[src/core/ffa_pkg.sv]
// fault flag aggregator: shared constants for both ends of the serial link
// assumes: one 50 MHz system clock on each end, frames of fixed length
package ffa_pkg;

	// ****************************************************************
	// timing
	// ****************************************************************
	localparam int SYS_PERIOD_NS  = 20;
	localparam int LINK_PERIOD_NS = 160;
	localparam int LINK_HALF_CYC  = LINK_PERIOD_NS / (2 * SYS_PERIOD_NS);

	// ****************************************************************
	// frame layout, host word {rw, 7'h00, addr, data, 8'h00}
	// ****************************************************************
	localparam int FRAME_BITS = 40;
	localparam int FR_RW      = 39;
	localparam int FR_ADDR_LO = 24;
	localparam int FR_DATA_LO = 8;

	// ****************************************************************
	// register addresses
	// ****************************************************************
	localparam logic [7:0] A_STATUS_MSB = 8'h00;
	localparam logic [7:0] A_STATUS_LSB = 8'h01;
	localparam logic [7:0] A_DET_BASE   = 8'h02;	// power, timing, logic detail
	localparam logic [7:0] A_EN_BASE    = 8'h05;
	localparam logic [7:0] A_MASK_BASE  = 8'h08;
	localparam logic [7:0] A_DIAG_BASE  = 8'h0B;
	localparam logic [7:0] A_MEM_PAT    = 8'h0E;
	localparam logic [7:0] A_PIN_CFG    = 8'h0F;
	localparam logic [7:0] A_PIN_MASK   = 8'h10;
	localparam logic [7:0] A_TOP        = 8'hFF;

	// ****************************************************************
	// field positions and reset values
	// ****************************************************************
	localparam int ST_RESET   = 15;
	localparam int ST_GROUP0  = 14;	// groups occupy 14, 13, 12
	localparam int ST_RACC    = 11;
	localparam int ST_FLEN    = 10;
	localparam int ST_PIN_HI  = 14;
	localparam int ST_PIN_LO  = 7;
	localparam int CFG_DIR    = 0;
	localparam int CFG_SRC    = 1;
	localparam int CFG_FMT    = 2;
	localparam int CFG_POL    = 3;
	localparam int CFG_DAT    = 4;
	localparam int LOG_OTP    = 8;
	localparam logic [7:0] EN_RST   = 8'hFF;
	localparam logic [7:0] MASK_RST = 8'h00;
	localparam logic [4:0] CFG_RST  = 5'h00;

	// ****************************************************************
	// command response codes
	// ****************************************************************
	localparam logic [3:0] RESP_NONE  = 4'h0;
	localparam logic [3:0] RESP_READ  = 4'h1;
	localparam logic [3:0] RESP_WRITE = 4'h2;
	localparam logic [3:0] RESP_ADDR  = 4'h4;
	localparam logic [3:0] RESP_LEN   = 4'h8;

	// host command port addresses
	localparam logic [1:0] H_CMD    = 2'h0;
	localparam logic [1:0] H_STATUS = 2'h1;
	localparam logic [1:0] H_RESP   = 2'h2;

endpackage

[src/core/ffa_link_if.sv]
// fault flag aggregator: serial link between host and device
// assumes: host makes the link clock, bench joins the modports
`timescale 1ns/1ps
`default_nettype none
interface ffa_link_if;
	logic sclk;
	logic cs_n;
	logic mosi;
	logic miso;
	modport host (output sclk, output cs_n, output mosi, input miso);
	modport dev  (input sclk, input cs_n, input mosi, output miso);
endinterface
`default_nettype wire

[src/core/ffa_device.sv]
// fault flag aggregator, device end: sticky monitor flags, group flags,
// fault pin and register access over the serial link
// assumes: link pins and monitor outputs are asynchronous and are synchronised here
//
// How it works
// - address FFh raises register access flag
// - other unknown addresses raise nothing
// - unknown read returns zero data, zero address
// - each monitor flag goes low on fault
// - primary status word leads every frame
// - group flag low on any unmasked detail
// - group clear needs all detail flags one
// - masked detail flags still show in detail
// - disabled monitor reports no fault anywhere, except the memory check on logic bit 0
// - pin is fault output when dir=1, src=0
// - pin active while unmasked status flag low
// - polarity and format choose pin levels
// - pin mask blocks eight flags from pin
// - selftest bit injects fault into monitor
// - host never runs both clock selftests
// - host follows documented selftest sequence
// - two-bit pattern injects into memory check
// - each frame carries previous command response
// - read-only indicators for lock, clock, mode, sequence
// - load bank 0, else bank 1, report
// - no bank usable drives memory flag low
// - writing one clears flag, zero ignored
//
// The plain strobed port and the register addresses were decided locally.
`timescale 1ns/1ps
`default_nettype none
module ffa_device #(
	parameter int MON_W = 8,
	parameter int HB_BITS = 6
) (
	// clock and reset
	input  wire logic             i_clk_sys,
	input  wire logic             i_rst_b,
	// link
	ffa_link_if.dev               link,
	// monitor outputs, low on fault: power, timing, logic groups
	input  wire logic [MON_W-1:0] i_power_mon_n,
	input  wire logic [MON_W-1:0] i_timing_mon_n,
	input  wire logic [MON_W-1:0] i_logic_mon_n,
	// otp bank outcome, valid at reset release
	input  wire logic             i_otp_bank0_ok,
	input  wire logic             i_otp_bank1_ok,
	// indicators from the rest of the device
	input  wire logic             i_lock,
	input  wire logic             i_clock_external,
	input  wire logic [1:0]       i_mode,
	input  wire logic             i_mux_converter_sequence_running,
	// selftest requests toward the monitors
	output logic [MON_W-1:0]      o_power_selftest,
	output logic [MON_W-1:0]      o_timing_selftest,
	output logic [MON_W-1:0]      o_logic_selftest,
	output logic [1:0]            o_memory_check_inject_pattern,
	// shared pin
	input  wire logic             i_shared_pin,
	output logic                  o_shared_pin,
	output logic                  o_shared_pin_oe
);
	// refused at elaboration: status bit 8 of the logic group holds the bank
	if (MON_W < 1 || MON_W > 8) begin : g_bad_mon_w
		$error("MON_W must be 1..8");
	end
	if (HB_BITS < 1) begin : g_bad_hb_bits
		$error("HB_BITS must be at least 1");
	end

	// ****************************************************************
	// synchronisers: first stage read only by second stage
	// ****************************************************************
	logic [3:0]           lk_s1_r, lk_s2_r;	// {pin, mosi, cs_n, sclk}
	logic [3*MON_W-1:0]   mon_s1_r, mon_s2_r;
	logic                 sclk_d_r, cs_d_r;
	always_ff @(posedge i_clk_sys or negedge i_rst_b) begin
		if (!i_rst_b) begin
			// idle levels, so no false link edge follows reset
			lk_s1_r  <= 4'h2;
			lk_s2_r  <= 4'h2;
			mon_s1_r <= '1;
			mon_s2_r <= '1;
			sclk_d_r <= 1'b0;
			cs_d_r   <= 1'b1;
		end else begin
			lk_s1_r  <= {i_shared_pin, link.mosi, link.cs_n, link.sclk};
			lk_s2_r  <= lk_s1_r;
			mon_s1_r <= {i_logic_mon_n, i_timing_mon_n, i_power_mon_n};
			mon_s2_r <= mon_s1_r;
			sclk_d_r <= lk_s2_r[0];
			cs_d_r   <= lk_s2_r[1];
		end
	end
	wire logic sclk_rise = lk_s2_r[0] & ~sclk_d_r;
	wire logic sclk_fall = ~lk_s2_r[0] & sclk_d_r;
	wire logic cs_fall   = ~lk_s2_r[1] & cs_d_r;
	wire logic cs_rise   = lk_s2_r[1] & ~cs_d_r;

	// ****************************************************************
	// registers and frame state
	// ****************************************************************
	logic [MON_W-1:0] det_r  [0:2];
	logic [MON_W-1:0] en_r   [0:2];
	logic [MON_W-1:0] mask_r [0:2];
	logic [MON_W-1:0] diag_r [0:2];
	logic [2:0]       grp_r;
	logic             rst_flag_r, racc_r, flen_r, otp_bank_r, otp_fail_r, otp_done_r;
	logic [1:0]       pat_r;
	logic [4:0]       cfg_r;
	logic [7:0]       pin_mask_r;
	logic [3:0]       resp_r;
	logic [7:0]       resp_addr_r;
	logic [15:0]      resp_data_r;
	localparam int FRAME_BITS_W = ffa_pkg::FRAME_BITS;
	logic [FRAME_BITS_W-1:0] in_sh_r, out_sh_r;
	logic [5:0]       bitcnt_r;

	// decoded command at the end of a frame
	wire logic        frame_ok = (bitcnt_r == 6'(ffa_pkg::FRAME_BITS));
	wire logic        exec     = cs_rise & frame_ok;
	wire logic        cmd_rw   = in_sh_r[ffa_pkg::FR_RW];
	wire logic [7:0]  cmd_addr = in_sh_r[ffa_pkg::FR_ADDR_LO +: 8];
	wire logic [15:0] cmd_data = in_sh_r[ffa_pkg::FR_DATA_LO +: 16];
	wire logic        wr       = exec & ~cmd_rw;
	wire logic        at_top   = (cmd_addr >= ffa_pkg::A_TOP);

	// one-hot select of a per-group register from a base address
	function automatic logic [2:0] grp_sel(input logic [7:0] a, input logic [7:0] base);
		grp_sel = {a == base + 8'h02, a == base + 8'h01, a == base};
	endfunction
	wire logic [2:0] sel_det  = grp_sel(cmd_addr, ffa_pkg::A_DET_BASE);
	wire logic [2:0] sel_en   = grp_sel(cmd_addr, ffa_pkg::A_EN_BASE);
	wire logic [2:0] sel_mask = grp_sel(cmd_addr, ffa_pkg::A_MASK_BASE);
	wire logic [2:0] sel_diag = grp_sel(cmd_addr, ffa_pkg::A_DIAG_BASE);

	// ****************************************************************
	// fault detection per group
	// ****************************************************************
	logic [MON_W-1:0] fault_now [0:2];
	logic [MON_W-1:0] en_eff    [0:2];
	logic [15:0]      status_word;
	always_comb begin
		for (int g = 0; g < 3; g++) begin
			en_eff[g]    = en_r[g];
			fault_now[g] = en_r[g] & (~mon_s2_r[g*MON_W +: MON_W] | diag_r[g]);
		end
		// memory check always runs; pattern and otp loss force its fault
		en_eff[2][0]    = 1'b1;
		fault_now[2][0] = ~mon_s2_r[2*MON_W] | (pat_r != 2'h0) | otp_fail_r;
	end

	// detail flags: sticky low, cleared by writing one, fault wins
	always_ff @(posedge i_clk_sys or negedge i_rst_b) begin
		if (!i_rst_b) begin
			for (int g = 0; g < 3; g++) det_r[g] <= '1;
		end else begin
			for (int g = 0; g < 3; g++) begin
				det_r[g] <= (det_r[g]
					| ((wr && sel_det[g])
						? cmd_data[MON_W-1:0] : '0)
					| ~en_eff[g])
					& ~fault_now[g];
			end
		end
	end

	// group flags: low on any unmasked detail, clear only when detail clean
	always_ff @(posedge i_clk_sys or negedge i_rst_b) begin
		if (!i_rst_b) begin
			grp_r <= 3'h7;
		end else begin
			for (int g = 0; g < 3; g++) begin
				grp_r[g] <= (grp_r[g] | (wr && cmd_addr == ffa_pkg::A_STATUS_MSB
					&& cmd_data[ffa_pkg::ST_GROUP0 - g] && (&det_r[g])))
					& ~(|(~det_r[g] & ~mask_r[g]));
			end
		end
	end

	// communication flags in the primary status word
	always_ff @(posedge i_clk_sys or negedge i_rst_b) begin
		if (!i_rst_b) begin
			rst_flag_r <= 1'b0;
			racc_r     <= 1'b1;
			flen_r     <= 1'b1;
		end else begin
			if (wr && cmd_addr == ffa_pkg::A_STATUS_MSB) begin
				rst_flag_r <= rst_flag_r | cmd_data[ffa_pkg::ST_RESET];
			end
			racc_r <= (racc_r | (wr && cmd_addr == ffa_pkg::A_STATUS_MSB
				&& cmd_data[ffa_pkg::ST_RACC])) & ~(exec & at_top);
			flen_r <= (flen_r | (wr && cmd_addr == ffa_pkg::A_STATUS_MSB
				&& cmd_data[ffa_pkg::ST_FLEN])) & ~(cs_rise & ~frame_ok);
		end
	end

	// ****************************************************************
	// otp bank choice, caught once after reset release
	// ****************************************************************
	always_ff @(posedge i_clk_sys or negedge i_rst_b) begin
		if (!i_rst_b) begin
			otp_done_r <= 1'b0;
			otp_bank_r <= 1'b0;
			otp_fail_r <= 1'b0;
		end else if (!otp_done_r) begin
			otp_done_r <= 1'b1;
			otp_bank_r <= ~i_otp_bank0_ok;
			otp_fail_r <= ~i_otp_bank0_ok & ~i_otp_bank1_ok;
		end
	end

	// ****************************************************************
	// configuration registers
	// ****************************************************************
	always_ff @(posedge i_clk_sys or negedge i_rst_b) begin
		if (!i_rst_b) begin
			for (int g = 0; g < 3; g++) begin
				en_r[g]   <= ffa_pkg::EN_RST[MON_W-1:0];
				mask_r[g] <= ffa_pkg::MASK_RST[MON_W-1:0];
				diag_r[g] <= '0;
			end
			pat_r      <= 2'h0;
			cfg_r      <= ffa_pkg::CFG_RST;
			pin_mask_r <= ffa_pkg::MASK_RST;
		end else if (wr) begin
			for (int g = 0; g < 3; g++) begin
				if (sel_en[g]) en_r[g] <= cmd_data[MON_W-1:0];
				if (sel_mask[g]) mask_r[g] <= cmd_data[MON_W-1:0];
				if (sel_diag[g]) diag_r[g] <= cmd_data[MON_W-1:0];
			end
			if (cmd_addr == ffa_pkg::A_MEM_PAT) pat_r <= cmd_data[1:0];
			if (cmd_addr == ffa_pkg::A_PIN_CFG) cfg_r <= cmd_data[4:0];
			if (cmd_addr == ffa_pkg::A_PIN_MASK) pin_mask_r <= cmd_data[7:0];
		end
	end

	// ****************************************************************
	// read decode: unknown addresses answer zero and echo zero
	// ****************************************************************
	assign status_word = {rst_flag_r, grp_r[0], grp_r[1], grp_r[2], racc_r, flen_r,
		3'h7, 3'h0, resp_r};
	logic        rd_hit;
	logic [15:0] rd_data;
	always_comb begin
		rd_hit  = 1'b1;
		rd_data = 16'h0000;
		if (cmd_addr == ffa_pkg::A_STATUS_MSB) rd_data = status_word;
		else if (cmd_addr == ffa_pkg::A_STATUS_LSB)
			rd_data = {10'h000, lk_s2_r[3], i_mux_converter_sequence_running, i_mode,
				i_clock_external, i_lock};
		else if (cmd_addr == ffa_pkg::A_MEM_PAT) rd_data = {14'h0000, pat_r};
		else if (cmd_addr == ffa_pkg::A_PIN_CFG) rd_data = {11'h000, cfg_r};
		else if (cmd_addr == ffa_pkg::A_PIN_MASK) rd_data = {8'h00, pin_mask_r};
		else rd_hit = 1'b0;
		for (int g = 0; g < 3; g++) begin
			if (sel_det[g]) begin
				rd_hit  = 1'b1;
				rd_data = 16'(det_r[g]);
				if (g == 2) rd_data[ffa_pkg::LOG_OTP] = otp_bank_r;
			end
			if (sel_en[g]) begin
				rd_hit  = 1'b1;
				rd_data = 16'(en_r[g]);
			end
			if (sel_mask[g]) begin
				rd_hit  = 1'b1;
				rd_data = 16'(mask_r[g]);
			end
			if (sel_diag[g]) begin
				rd_hit  = 1'b1;
				rd_data = 16'(diag_r[g]);
			end
		end
	end

	// answer of the last frame, sent in the next one
	always_ff @(posedge i_clk_sys or negedge i_rst_b) begin
		if (!i_rst_b) begin
			resp_r      <= ffa_pkg::RESP_NONE;
			resp_addr_r <= 8'h00;
			resp_data_r <= 16'h0000;
		end else if (cs_rise) begin
			resp_addr_r <= 8'h00;
			resp_data_r <= 16'h0000;
			if (!frame_ok) begin
				resp_r <= ffa_pkg::RESP_LEN;
			end else if (at_top) begin
				resp_r <= ffa_pkg::RESP_ADDR;
			end else if (cmd_rw) begin
				resp_r <= ffa_pkg::RESP_READ;
				if (rd_hit) begin
					resp_addr_r <= cmd_addr;
					resp_data_r <= rd_data;
				end
			end else begin
				resp_r <= ffa_pkg::RESP_WRITE;
			end
		end
	end

	// ****************************************************************
	// frame shifter: sample on rising link clock, shift out on falling
	// ****************************************************************
	always_ff @(posedge i_clk_sys or negedge i_rst_b) begin
		if (!i_rst_b) begin
			in_sh_r  <= '0;
			out_sh_r <= '0;
			bitcnt_r <= 6'h00;
		end else if (cs_fall) begin
			out_sh_r <= {status_word, resp_addr_r, resp_data_r};
			bitcnt_r <= 6'h00;
		end else if (!lk_s2_r[1]) begin
			if (sclk_rise) begin
				in_sh_r  <= {in_sh_r[FRAME_BITS_W-2:0], lk_s2_r[2]};
				bitcnt_r <= (bitcnt_r == 6'h3F) ? bitcnt_r : bitcnt_r + 6'h01;
			end
			if (sclk_fall) out_sh_r <= {out_sh_r[FRAME_BITS_W-2:0], 1'b0};
		end
	end
	assign link.miso = out_sh_r[FRAME_BITS_W-1];

	// ****************************************************************
	// shared pin: fault output or plain data, heartbeat when idle
	// ****************************************************************
	logic [HB_BITS-1:0] hb_r;
	wire logic pin_active = |(~status_word[ffa_pkg::ST_PIN_HI:ffa_pkg::ST_PIN_LO]
		& ~pin_mask_r);
	always_ff @(posedge i_clk_sys or negedge i_rst_b) begin
		if (!i_rst_b) begin
			hb_r            <= '0;
			o_shared_pin    <= 1'b0;
			o_shared_pin_oe <= 1'b0;
		end else begin
			hb_r            <= hb_r + 1'b1;
			o_shared_pin_oe <= cfg_r[ffa_pkg::CFG_DIR];
			if (cfg_r[ffa_pkg::CFG_SRC]) o_shared_pin <= cfg_r[ffa_pkg::CFG_DAT];
			else if (pin_active) o_shared_pin <= cfg_r[ffa_pkg::CFG_POL];
			else if (cfg_r[ffa_pkg::CFG_FMT]) o_shared_pin <= hb_r[HB_BITS-1];
			else o_shared_pin <= ~cfg_r[ffa_pkg::CFG_POL];
		end
	end

	// selftest requests out to the monitor circuits
	assign o_power_selftest              = diag_r[0];
	assign o_timing_selftest             = diag_r[1];
	assign o_logic_selftest              = diag_r[2];
	assign o_memory_check_inject_pattern = pat_r;
endmodule // ffa_device
`default_nettype wire

[src/flat_wrapper.sv]
// flat-port wrapper written by rule: the top's interface ports become plain ports
module ffa_device_flat 
#(
	parameter int MON_W = 8,
	parameter int HB_BITS = 6
)
  (i_clk_sys, i_rst_b, i_power_mon_n, i_timing_mon_n, i_logic_mon_n, i_otp_bank0_ok, i_otp_bank1_ok, i_lock, i_clock_external, i_mode, i_mux_converter_sequence_running, o_power_selftest, o_timing_selftest, o_logic_selftest, o_memory_check_inject_pattern, i_shared_pin, o_shared_pin, o_shared_pin_oe, link_sclk, link_cs_n, link_mosi, link_miso);
  ffa_link_if link_i ();
  input  wire logic i_clk_sys;
  input  wire logic i_rst_b;
  input  wire logic [MON_W-1:0] i_power_mon_n;
  input  wire logic [MON_W-1:0] i_timing_mon_n;
  input  wire logic [MON_W-1:0] i_logic_mon_n;
  input  wire logic i_otp_bank0_ok;
  input  wire logic i_otp_bank1_ok;
  input  wire logic i_lock;
  input  wire logic i_clock_external;
  input  wire logic [1:0] i_mode;
  input  wire logic i_mux_converter_sequence_running;
  output logic [MON_W-1:0] o_power_selftest;
  output logic [MON_W-1:0] o_timing_selftest;
  output logic [MON_W-1:0] o_logic_selftest;
  output logic [1:0] o_memory_check_inject_pattern;
  input  wire logic i_shared_pin;
  output logic o_shared_pin;
  output logic o_shared_pin_oe;
  input wire logic [$bits(link_i.sclk)-1:0] link_sclk;
  input wire logic [$bits(link_i.cs_n)-1:0] link_cs_n;
  input wire logic [$bits(link_i.mosi)-1:0] link_mosi;
  output wire logic [$bits(link_i.miso)-1:0] link_miso;
  assign link_i.sclk = link_sclk;
  assign link_i.cs_n = link_cs_n;
  assign link_i.mosi = link_mosi;
  assign link_miso = link_i.miso;
  ffa_device #(.MON_W(MON_W), .HB_BITS(HB_BITS)) u_core (.i_clk_sys(i_clk_sys), .i_rst_b(i_rst_b), .link(link_i), .i_power_mon_n(i_power_mon_n), .i_timing_mon_n(i_timing_mon_n), .i_logic_mon_n(i_logic_mon_n), .i_otp_bank0_ok(i_otp_bank0_ok), .i_otp_bank1_ok(i_otp_bank1_ok), .i_lock(i_lock), .i_clock_external(i_clock_external), .i_mode(i_mode), .i_mux_converter_sequence_running(i_mux_converter_sequence_running), .o_power_selftest(o_power_selftest), .o_timing_selftest(o_timing_selftest), .o_logic_selftest(o_logic_selftest), .o_memory_check_inject_pattern(o_memory_check_inject_pattern), .i_shared_pin(i_shared_pin), .o_shared_pin(o_shared_pin), .o_shared_pin_oe(o_shared_pin_oe));
endmodule
[config.mk]
export PLATFORM = sky130hd
export DESIGN_NAME = ffa_device_flat
export DESIGN_NICKNAME = d
export VERILOG_FILES = /design/src/core/ffa_pkg.sv /design/src/core/ffa_link_if.sv /design/src/core/ffa_device.sv /design/src/flat_wrapper.sv
export SDC_FILE = /design/constraint.sdc
export NUM_CORES = 1
export LEC_CHECK = 0
export ABC_AREA = 1
export ABC_CLOCK_PERIOD_IN_PS = 2450
export BUFFER_PORTS_ARGS = -buffer_cell sky130_fd_sc_hd__buf_2
export CELL_PAD_IN_SITES_DETAIL_PLACEMENT = 1
export CELL_PAD_IN_SITES_GLOBAL_PLACEMENT = 1
export CORE_AREA = 2 2 181 183
export DETAILED_ROUTE_END_ITERATION = 8
export DIE_AREA = 0 0 183 185
export GPL_TIMING_DRIVEN = 1
export PLACE_DENSITY_LB_ADDON = 0.05
export SYNTH_ARGS = -nofsm -noshare
export SYNTH_HDL_FRONTEND = slang
export SYNTH_SLANG_ARGS = --single-unit
export TNS_END_PERCENT = 50
[constraint.sdc]
create_clock -name i_clk_sys -period 2.45 [get_ports i_clk_sys]
set_input_delay 0.245 -clock i_clk_sys [delete_from_list [all_inputs] [get_ports i_clk_sys]]
set_output_delay 0.245 -clock i_clk_sys [all_outputs]
set_load 0.01 [all_outputs]
# ---- Yosys cells after proc, flatten, opt, wreduce, memory -nomap -nowiden
# Cells that the tools add are included.
dict set report classes {
  n_addsub 2
  n_lt_le_gt_ge 1
  n_eq_ne 20
  mux 58
  n_bitwise 74
  n_reduce_logical 38
}
# operator n
set op_table {}
lappend op_table {{$mux W16} 20}
lappend op_table {{$not A8 Y8} 17}
lappend op_table {{$mux W40} 3}
lappend op_table {{$and A8 B8 Y8} 10}
lappend op_table {{$or A8 B8 Y8} 9}
lappend op_table {{$eq A8 B4 Y1 const B} 8}
lappend op_table {{$mux W8} 8}
lappend op_table {{$eq A8 B3 Y1 const B} 4}
lappend op_table {{$reduce_or A8 Y1} 4}
lappend op_table {{$reduce_and A2 Y1} 13}
lappend op_table {{$mux W6} 4}
lappend op_table {{$reduce_and A8 Y1} 3}
lappend op_table {{$mux W1} 20}
lappend op_table {{$eq A8 B2 Y1 const B} 2}
lappend op_table {{$not A1 Y1} 16}
lappend op_table {{$and A1 B1 Y1} 14}
lappend op_table {{$add A6 B1 Y6 const B} 2}
lappend op_table {{$eq A6 B6 Y1 const B} 2}
lappend op_table {{$logic_and A1 B1 Y1} 12}
lappend op_table {{$eq A8 B1 Y1 const B} 1}
lappend op_table {{$eq A8 B5 Y1 const B} 1}
lappend op_table {{$ge A8 B8 Y1 const B} 1}
lappend op_table {{$logic_not A8 Y1} 1}
lappend op_table {{$mux W4} 2}
lappend op_table {{6 further kinds} 16}
dict set report totals {
  regBits 300
  inputBits 37
  out_inout_bits 29
  word_cells 230
}

# ---- Depth between registers and ports, before layout
# Gate-level depths: netlist of the first run.
dict set report logic_depth {
  depth_word 22
  mapped_depth 18
}

# ---- Worst setup path after synthesis of the first run
# OpenSTA, ideal clock, no wires.
dict set report synth_timing {
  path_type {register -> register}
  from {register u_core.lk_s2_r[1]}
  to {register u_core.grp_r[2]}
  setup_time_ps 105
  arrival_ps 1777
  required_ps 2345
  slack_ps 568
  path_stages_with_launch 11
  n_path_buf 0
  period_less_slack_ps 1882
  cell_sequence {dfstp_2 > inv_2 > nor2_4 > inv_2 > nor2_2 > inv_1 > nor2_4 > inv_1 > nor2_4 > nand4_1 > a2111oi_2}
}
dict set report synth_between {
  elab_chain_len 8
}
# item line
set synth_rtl {}
lappend synth_rtl {{from (decl)} ffa_device.sv:74} ;# logic [3:0] lk_s1_r, lk_s2_r;
lappend synth_rtl {{from (signal assigned)} ffa_device.sv:88} ;# lk_s2_r <= lk_s1_r;
lappend synth_rtl {{$and A1 B1 Y1} ffa_device.sv:98} ;# wire logic cs_rise = lk_s2_r[1] & ~cs_d_r;
lappend synth_rtl {{$and A1 B1 Y1} ffa_device.sv:121} ;# wire logic exec = cs_rise & frame_ok;
lappend synth_rtl {{$and A1 B1 Y1} ffa_device.sv:125} ;# wire logic wr = exec & ~cmd_rw;
lappend synth_rtl {{$logic_and A1 B1 Y1} ffa_device.sv:174} ;# grp_r[g] <= (grp_r[g] | (wr && cmd_addr == ffa_pkg::A_STATUS_MSB
lappend synth_rtl {{$logic_and A1 B1 Y1 (2 in a row)} ffa_device.sv:175} ;# && cmd_data[ffa_pkg::ST_GROUP0 - g] && (&det_r[g])))
lappend synth_rtl {{$or A1 B1 Y1} ffa_device.sv:174}
lappend synth_rtl {{$and A1 B1 Y1} ffa_device.sv:176} ;# & ~(|(~det_r[g] & ~mask_r[g]));
lappend synth_rtl {{to (signal, indexed assignment)} ffa_device.sv:174}
lappend synth_rtl {{to (decl)} ffa_device.sv:107} ;# logic [2:0] grp_r;
# No other way between the ends.
# A chain may end at the register's enable or synchronous reset.

# ---- Worst setup path in the final report of the first run
dict set report layout_timing {
  from {register u_core.in_sh_r[31]}
  to {register u_core.resp_data_r[5]}
}
dict set report layout_between {
  elab_chain_len 22
  word_cells_on_any_way 56
  cone_classes {order compare (1); eq/ne (16); mux (38); reduce/logical (1)}
}
# item line
set layout_rtl {}
lappend layout_rtl {{from (decl)} ffa_device.sv:116} ;# logic [FRAME_BITS_W-1:0] in_sh_r, out_sh_r;
lappend layout_rtl {{from (signal assigned)} ffa_device.sv:315} ;# in_sh_r <= {in_sh_r[FRAME_BITS_W-2:0], lk_s2_r[2]};
lappend layout_rtl {{$eq A8 B5 Y1} ffa_device.sv:254} ;# else if (cmd_addr == ffa_pkg::A_PIN_MASK) rd_data = {8'h00, pin_mask_r};
lappend layout_rtl {{$mux W8 / $mux W1 (equally long branches)} ffa_device.sv:254}
lappend layout_rtl {{$mux W16 / $mux W1 (equally long branches)} ffa_device.sv:253} ;# else if (cmd_addr == ffa_pkg::A_PIN_CFG) rd_data = {11'h000, cfg_r};
lappend layout_rtl {{$mux W16 / $mux W1 (equally long branches)} ffa_device.sv:252} ;# else if (cmd_addr == ffa_pkg::A_MEM_PAT) rd_data = {14'h0000, pat_r};
lappend layout_rtl {{$mux W16 / $mux W1 (equally long branches)} ffa_device.sv:249} ;# else if (cmd_addr == ffa_pkg::A_STATUS_LSB)
lappend layout_rtl {{$mux W16 / $mux W1 (equally long branches)} ffa_device.sv:248} ;# if (cmd_addr == ffa_pkg::A_STATUS_MSB) rd_data = status_word;
lappend layout_rtl {{$mux W16 / $mux W1 (equally long branches)} ffa_device.sv:257} ;# if (sel_det[g]) begin
lappend layout_rtl {{$mux W16 / $mux W1 (equally long branches)} ffa_device.sv:262} ;# if (sel_en[g]) begin
lappend layout_rtl {{[6 not listed]} -}
lappend layout_rtl {{$mux W16 / $mux W1 (equally long branches)} ffa_device.sv:257}
lappend layout_rtl {{$mux W16 / $mux W1 (equally long branches)} ffa_device.sv:262}
lappend layout_rtl {{$mux W16 / $mux W1 (equally long branches)} ffa_device.sv:266} ;# if (sel_mask[g]) begin
lappend layout_rtl {{$mux W16 / $mux W1 (equally long branches)} ffa_device.sv:270} ;# if (sel_diag[g]) begin
lappend layout_rtl {{$mux W16} ffa_device.sv:292} ;# if (rd_hit) begin
lappend layout_rtl {{$mux W16} ffa_device.sv:290} ;# end else if (cmd_rw) begin
lappend layout_rtl {{$mux W16 (*)} ffa_device.sv:288} ;# end else if (at_top) begin
lappend layout_rtl {{$mux W16 (*)} ffa_device.sv:286} ;# if (!frame_ok) begin
lappend layout_rtl {{to (signal assigned)} ffa_device.sv:294} ;# resp_data_r <= rd_data;
lappend layout_rtl {{to (decl)} ffa_device.sv:114} ;# logic [15:0] resp_data_r;
# Every way passes the cells marked *; elsewhere a longest branch is shown, timed or not.

==> results of run 1 <==
[placed cells by master (no fill, tap or decap), types with 15 or more instances in the layout]
cell and count:
nand2_1 388, dfrtp_1 193, o21ai_0 156, inv_1 134, dfstp_2 104, nor2_1 81
buf_2 64, nand3_1 48, a21oi_1 38, clkbuf_16 37, buf_4 34, a31oi_1 33
dlygate4sd3_1 31, nand4_1 16, inv_2 15
[worst reg2reg max path, stage by stage, from the launching register on]
cell and delay (ns):
dfrtp_1 0.41, nor2_2 0.17, nand2_4 0.13, buf_6 0.15, nor4_4 0.25, buf_4 0.18, buf_12 0.12, nor2_1 0.04
o31ai_1 0.08, nand4_1 0.24, nor2_1 0.16, nand3_1 0.08, nand2_1 0.09, nand2_1 0.05, nand2_1 0.07, nand2_1 0.05
[layer usage]
| layer | up-vias | global-route usage (%) | wire (um) |
|---|---|---|---|
| met5 | - | 0 | 0 |
| met4 | 0 | 5.536 | 648 |
| met3 | 39 | 3.166 | 1119 |
| met2 | 129 | 38.08 | 17690 |
| met1 | 4952 | 31.40 | 17550 |
| li1 | 4763 | - | - |
[report_power, final]
group          switching (mW)  internal [mW]  leakage [nW]  total (mW)
Clock                    2.06           3.55         0.628        5.60
Sequential              0.189           5.31          3.62        5.50
Combinational            1.39          0.629          2.73        2.02
[kinds of logic after synthesis]
| kind of cell | count (synthesis) | share of synthesized area, % |
|---|---|---|
| AND/OR/NAND/NOR | 605 | 20.80 |
| flip-flops | 300 | 60.39 |
| AO/OA/AOI/OAI | 274 | 11.97 |
| buffers and inverters | 200 | 6.153 |
| XOR/XNOR | 4 | 0.2770 |
| adder cells (fa/ha/maj) | 3 | 0.2968 |
| other | 1 | 0.02965 |
| multiplexers | 1 | 0.08903 |
[flip-flops by register name (all words and copies together) (netlist names), 2 cells and up]
| register | cells |
|---|---|
| u_core.bitcnt_r | 6 |
| u_core.o_logic_selftest | 8 |
| u_core.o_memory_check_inject_pattern | 2 |
| u_core.resp_data_r | 16 |
| u_core.mask_r | 24 |
| u_core.in_sh_r | 40 |
| u_core.mon_s2_r | 24 |
| u_core.pin_mask_r | 8 |
| u_core.en_eff | 23 |
| u_core.out_sh_r | 40 |
| u_core.resp_r | 4 |
| u_core.mon_s1_r | 24 |
| u_core.lk_s2_r | 4 |
| u_core.hb_r | 6 |
| u_core.det_r | 24 |
| u_core.lk_s1_r | 4 |
| u_core.cfg_r | 5 |
| u_core.o_timing_selftest | 8 |
| u_core.grp_r | 3 |
| u_core.resp_addr_r | 8 |
| u_core.o_power_selftest | 8 |
[worst max-delay path by stage]
stage                                             end  slack, ns  cells past startpoint
CTS                 u_core.resp_data_r[5]$_DFFE_PN0P_      0.006                     15
detailed placement  u_core.resp_data_r[6]$_DFFE_PN0P_     -0.005                     11
global route        u_core.resp_data_r[5]$_DFFE_PN0P_      -0.14                     15
global placement    u_core.resp_data_r[5]$_DFFE_PN0P_      0.006                     15
finish              u_core.resp_data_r[5]$_DFFE_PN0P_       0.06                     15
floorplan                   u_core.grp_r[2]$_DFF_PN1_       0.57                     10
[layout make-up]
| type | count | area [um^2] | share of cell area (%) |
|---|---|---|---|
| flip-flops and latches | 300 | 7641 | 49.76 |
| inverters | 151 | 571.8 | 3.723 |
| clock buffers | 50 | 1065 | 6.933 |
| well taps | 408 | 510.5 | 3.324 |
| multi-input cells | 888 | 4303 | 28.02 |
| repair buffers | 139 | 1072 | 6.982 |
| clock inverters | 13 | 193.9 | 1.263 |
[what timing repair did]
| item | 4_1_cts | 5_1_grt |
|---|---|---|
| hold buffers | 31 | 0 |
| setup endpoints to repair | 1 | 33 |
| pin swaps | 0 | 9 |
| hold endpoints to repair | 71 | 0 |
| setup buffers | 0 | 10 |
| gates resized for setup | 2 | 20 |
==> flow_summary.json, run 1 <==
{
  "num_vias": 9883,
  "hpwl_um": 25440,
  "dieArea_mm2": 0.03386,
  "rsz0062_at_grt": "yes",
  "syn_inst": 1388,
  "die_w_um": 183,
  "final_layout_size_suffix_gt1_share_pct": 22.13,
  "r2r-start": "u_core.in_sh_r[31]$_DFFE_PN0P_",
  "fin_skew_ns": 0.01131,
  "first_pass_iters": 5,
  "track_usage_pct": 22.76,
  "place_inst": 1845,
  "crit_fanout": 8,
  "r2r_end": "u_core.resp_data_r[5]$_DFFE_PN0P_",
  "async_flop_share_pct": 100.0,
  "n_antenna_cell": 0,
  "finalMaxSlewViolations": 0,
  "fin_cells": 1949,
  "drc": 0,
  "grt_pass1_vias": 10420,
  "clockRootBuffer": "clkbuf_16",
  "leakagePower_nw": 6.979,
  "dpl_cell_area_mm2": 0.01363,
  "finalHoldViolCount": 0,
  "crit_chain": "nor2_2, nand2_4, buf_6, nor4_4, buf_4, buf_12, nor2_1, o31ai_1, nand4_1, nor2_1, nand3_1, nand2_1, nand2_1, nand2_1, nand2_1",
  "syn-cell-area_mm2": 0.01265,
  "worstSetupPathType": "register to register",
  "gp_congestion": 0.8485,
  "critical_path.top_delay_family": "simple AND/OR/NAND/NOR gates",
  "overflow": 0,
  "htreeDepth": 2,
  "synth-seq-cells": 300,
  "dieHeight_um": 185,
  "coreArea_mm2": 0.03204,
  "ys_types": 47,
  "fmax_mhz": 417.8,
  "synth_top_flop_cell": "dfrtp_1",
  "ys_top_cells_by_area": "dfrtp_1 (39%), dfstp_2 (22%), nand2_1 (12%)",
  "row_count": 66,
  "syn2layout_area_growth_pct": 21.43,
  "arrival_ns": 2.79,
  "critical_path_buf_inv_count": 3,
  "r2r_slack_ns": 0.06,
  "stdcell_area_mm2": 0.01536,
  "wl_per_cell_um": 18.99,
  "ys_warn_count": 0,
  "syn-num-nets": 1428,
  "finalCoreUtilization_pct": 47.93,
  "run_status": "complete, no violations",
  "crit_path_max_incr_delay_ns": 0.41,
  "yosys.cell_count.top_type": "nand2_1",
  "irDropWorstVdd_uv": 715.0,
  "synth_commonest_cells": "nand2_1 (396), dfrtp_1 (196), o21ai_0 (156)",
  "ant_nets": 0,
  "clk_latency_ns": 0.51,
  "synth.largest_area_cell": "dfrtp_1",
  "endpoint_kind": "register",
  "tightest_slew_ns": 0.8257,
  "cts_buffers": 35,
  "drt-total-wl_um": 37010,
  "path_clk_slew_ns": 0.06,
  "drt_iter0_markers": 553,
  "synth-seq-area-share_pct": 60.39,
  "startpoint": "u_core.in_sh_r[31]$_DFFE_PN0P_",
  "setup_viol": 0,
  "cap_violations": 0,
  "n_fill_cell": 3669,
  "portBuffers": 65,
  "dp_worst_setup_slack_ns": -0.004809,
  "period_share_pct": 97.70,
  "clkSinkCount": 300,
  "cts_tree": "built",
  "initial_utilization_pct": 39.47,
  "cp_slowest_cell": "dfrtp_1",
  "syn_avg_cell_area_um2": 9.112,
  "io-pin-count": 66,
  "slew-limit-headroom_pct": 44.89,
  "fin_tns_setup_ns": 0,
  "min_period_ns": 2.394,
  "grt_max_degree": 78,
  "total_power_mw": 13.12,
  "powerDensity_mw_per_mm2": 854.5,
  "finalHoldWorstSlack_ns": 0.2320,
  "synth_edf_count": 0,
  "synth_top_area_share_pct": 38.78,
  "grt_pass1_wl_um": 59500,
  "antenna_found_initial": 0,
  "cp_common_cell": "nand2_1",
  "hp-class": "primary input to asynchronous set/reset pin",
  "viasPerCell": 5.071,
  "fin_ws_ns": 0.05630,
  "reg2reg_depth": 15,
  "final_nets": 1555,
  "cp-start-kind": "register",
  "crit_required_ns": 2.85,
  "clk_path_buf_depth": 3
}
No activity file was read; power rests on OpenSTA's default activity.
==> run 2: changes to the inputs <==
--- a/config.mk
+++ b/config.mk
@@ -10,11 +10,11 @@
 export BUFFER_PORTS_ARGS = -buffer_cell sky130_fd_sc_hd__buf_2
 export CELL_PAD_IN_SITES_DETAIL_PLACEMENT = 1
 export CELL_PAD_IN_SITES_GLOBAL_PLACEMENT = 1
-export CORE_AREA = 2 2 181 183
+export CORE_AREA = 2 2 168 170
 export DETAILED_ROUTE_END_ITERATION = 8
-export DIE_AREA = 0 0 183 185
+export DIE_AREA = 0 0 170 172
 export GPL_TIMING_DRIVEN = 1
-export PLACE_DENSITY_LB_ADDON = 0.05
+export PLACE_DENSITY = 0.84
 export SYNTH_ARGS = -nofsm -noshare
 export SYNTH_HDL_FRONTEND = slang
 export SYNTH_SLANG_ARGS = --single-unit
==> run 2 against run 1 <==
  * Critical path depth is 2 higher
  * Register-to-register slack better by 0.02 ns
  * Clock skew is 0.015 ns higher
  * Largest cell class unchanged
==> flow_summary.json, run 2 (same netlist as run 1, synthesis figures left out) <==
{
  "run_status": "complete, no violations",
  "cp-start-kind": "register",
  "track_usage_pct": 27.77,
  "fin_ws_ns": 0.07720,
  "finalMaxSlewViolations": 0,
  "fmax_mhz": 421.4,
  "clk_latency_ns": 0.53,
  "stdcell_area_mm2": 0.01516,
  "dieArea_mm2": 0.02924,
  "rsz0062_at_grt": "yes",
  "final_common_cell": "nand2_1",
  "powerDensity_mw_per_mm2": 852.1,
  "endpoint": "u_core.resp_data_r[2]$_DFFE_PN0P_",
  "cts_tree": "built",
  "fin_skew_ns": 0.02629,
  "grt_max_degree": 74,
  "htreeDepth": 2,
  "initial_utilization_pct": 46.03,
  "top_regs": "u_core.in_sh_r: 40 flops, u_core.out_sh_r: 40 flops",
  "cts_buffers": 34,
  "irDropWorstVdd_uv": 759.5,
  "tightest_slew_ns": 0.9005,
  "leakagePower_nw": 6.907,
  "clk_path_buf_depth": 3,
  "final_nets": 1551,
  "final_cell_mix": "nand2_1 (383), dfrtp_1 (194), o21ai_0 (152), inv_1 (134), dfstp_2 (104)",
  "n_antenna_cell": 0,
  "drt-total-wl_um": 39650,
  "first_pass_iters": 5,
  "drc": 0,
  "worstSetupPathType": "register to register",
  "antenna_found_initial": 0,
  "hpwl_um": 25150,
  "clkSinkCount": 300,
  "reg2reg_depth": 17,
  "slew-limit-headroom_pct": 39.90,
  "path_clk_slew_ns": 0.06,
  "finalHoldWorstSlack_ns": 0.2715,
  "viasPerCell": 5.619,
  "clockRootBuffer": "clkbuf_16",
  "endpoint_kind": "register",
  "io-pin-count": 66,
  "drt_iter0_markers": 711,
  "portBuffers": 65,
  "overflow": 0,
  "crit_required_ns": 2.85,
  "row_count": 61,
  "wl_per_cell_um": 21.06,
  "startpoint": "u_core.in_sh_r[25]$_DFFE_PN0P_",
  "ant_nets": 0,
  "syn2layout_area_growth_pct": 19.90,
  "r2r_end": "u_core.resp_data_r[2]$_DFFE_PN0P_",
  "die_w_um": 170,
  "period_share_pct": 96.85,
  "finalCoreUtilization_pct": 55.19,
  "setup_viol": 0,
  "r2r-start": "u_core.in_sh_r[25]$_DFFE_PN0P_",
  "min_period_ns": 2.373,
  "place_inst": 1777,
  "dpl_cell_area_mm2": 0.01347,
  "final_layout_size_suffix_gt1_share_pct": 21.99,
  "cap_violations": 0,
  "r2r_slack_ns": 0.08,
  "grt_pass1_vias": 11450,
  "coreArea_mm2": 0.02748,
  "crit_fanout": 6,
  "num_vias": 10580,
  "fin_cells": 1883,
  "arrival_ns": 2.77,
  "hp-class": "primary input to asynchronous set/reset pin",
  "dp_worst_setup_slack_ns": 0.08835,
  "gp_congestion": 0.9076,
  "finalHoldViolCount": 0,
  "n_fill_cell": 3127,
  "dieHeight_um": 172,
  "grt_pass1_wl_um": 62470
}
==> run 2: cell types whose count changed in the layout (fill, tap and decap cells not counted), sizes merged <==
cell,previous run,this run
clkbuf,50,54
bufinv,5,2
clkinv,10,6
buf,108,105
clkinvlp,0,1
inv,149,150
==> run 2: report_power, final <==
group,internal (mW),leakage (nW),switching [mW],total [mW]
combinational,0.630,2.71,1.43,2.06
clock,3.25,0.578,2.10,5.35
sequential,5.31,3.62,0.201,5.51
==> run 2: area by class of cell <==
| cell class | count | area (um^2) | area share, % |
|---|---|---|---|
| clock buffer | 54 | 1081 | 7.129 |
| timing repair buffer | 136 | 1012 | 6.675 |
| sequential | 300 | 7640 | 50.38 |
| inverter | 151 | 571.8 | 3.771 |
| clock inverter | 8 | 96.34 | 0.6354 |
| multi-input combinational | 888 | 4329 | 28.55 |
| tap | 346 | 432.9 | 2.855 |
==> run 2: layer usage <==
layer | global-route usage [%] | share of wire [%]
met3 | 4.120 | 4.8
met5 | 0 | 0
met2 | 48.89 | 51
met4 | 11.33 | 4.0
met1 | 34.54 | 41
==> run 2: worst min-delay path by stage <==
stage | from | end | slack [ns] | cells past startpoint
after global placement | i_rst_b | u_core.bitcnt_r[3]$_DFFE_PN0P_ | 0.22 | 1
after floorplan | i_rst_b | u_core.bitcnt_r[0]$_DFFE_PN0P_ | -0.05 | 0
after CTS | i_rst_b | u_core.in_sh_r[24]$_DFFE_PN0P_ | 0.29 | 2
after detailed placement | i_rst_b | u_core.out_sh_r[30]$_DFFE_PN0P_ | 0.22 | 1
final | i_rst_b | u_core.bitcnt_r[4]$_DFFE_PN0P_ | 0.27 | 2
after global routing | i_rst_b | u_core.bitcnt_r[4]$_DFFE_PN0P_ | 0.32 | 2
==> run 2: stage by stage <==
step	setup TNS [ns]	total power, mW
3_3_place_gp	0	7.314
4_1_cts	0	12.79
2_1_floorplan	0	6.651
6_report	0	12.92
5_1_grt	-0.2698	13.40
3_5_place_dp	0	7.392
==> run 2: critical path, cell delays in order (launching register included) <==
cell	delay [ns]
dfrtp_1	0.48
inv_2	0.11
nand2_1	0.16
inv_2	0.09
nand2_2	0.12
inv_2	0.09
nand2_1	0.07
nand3_1	0.06
nor2_1	0.14
nand3_1	0.08
o21ai_1	0.16
nand4_1	0.18
nor2_2	0.18
nand3_1	0.10
nand2_1	0.07
nand2_1	0.05
nand2_1	0.07
nand2_1	0.05
==> run 2: repair_timing <==
item	4_1_cts	5_1_grt
setup endpoints to repair	1	88
hold buffers	31	0
setup buffers	0	13
hold endpoints to repair	81	0
gates resized for setup	1	33
pin swaps	0	9
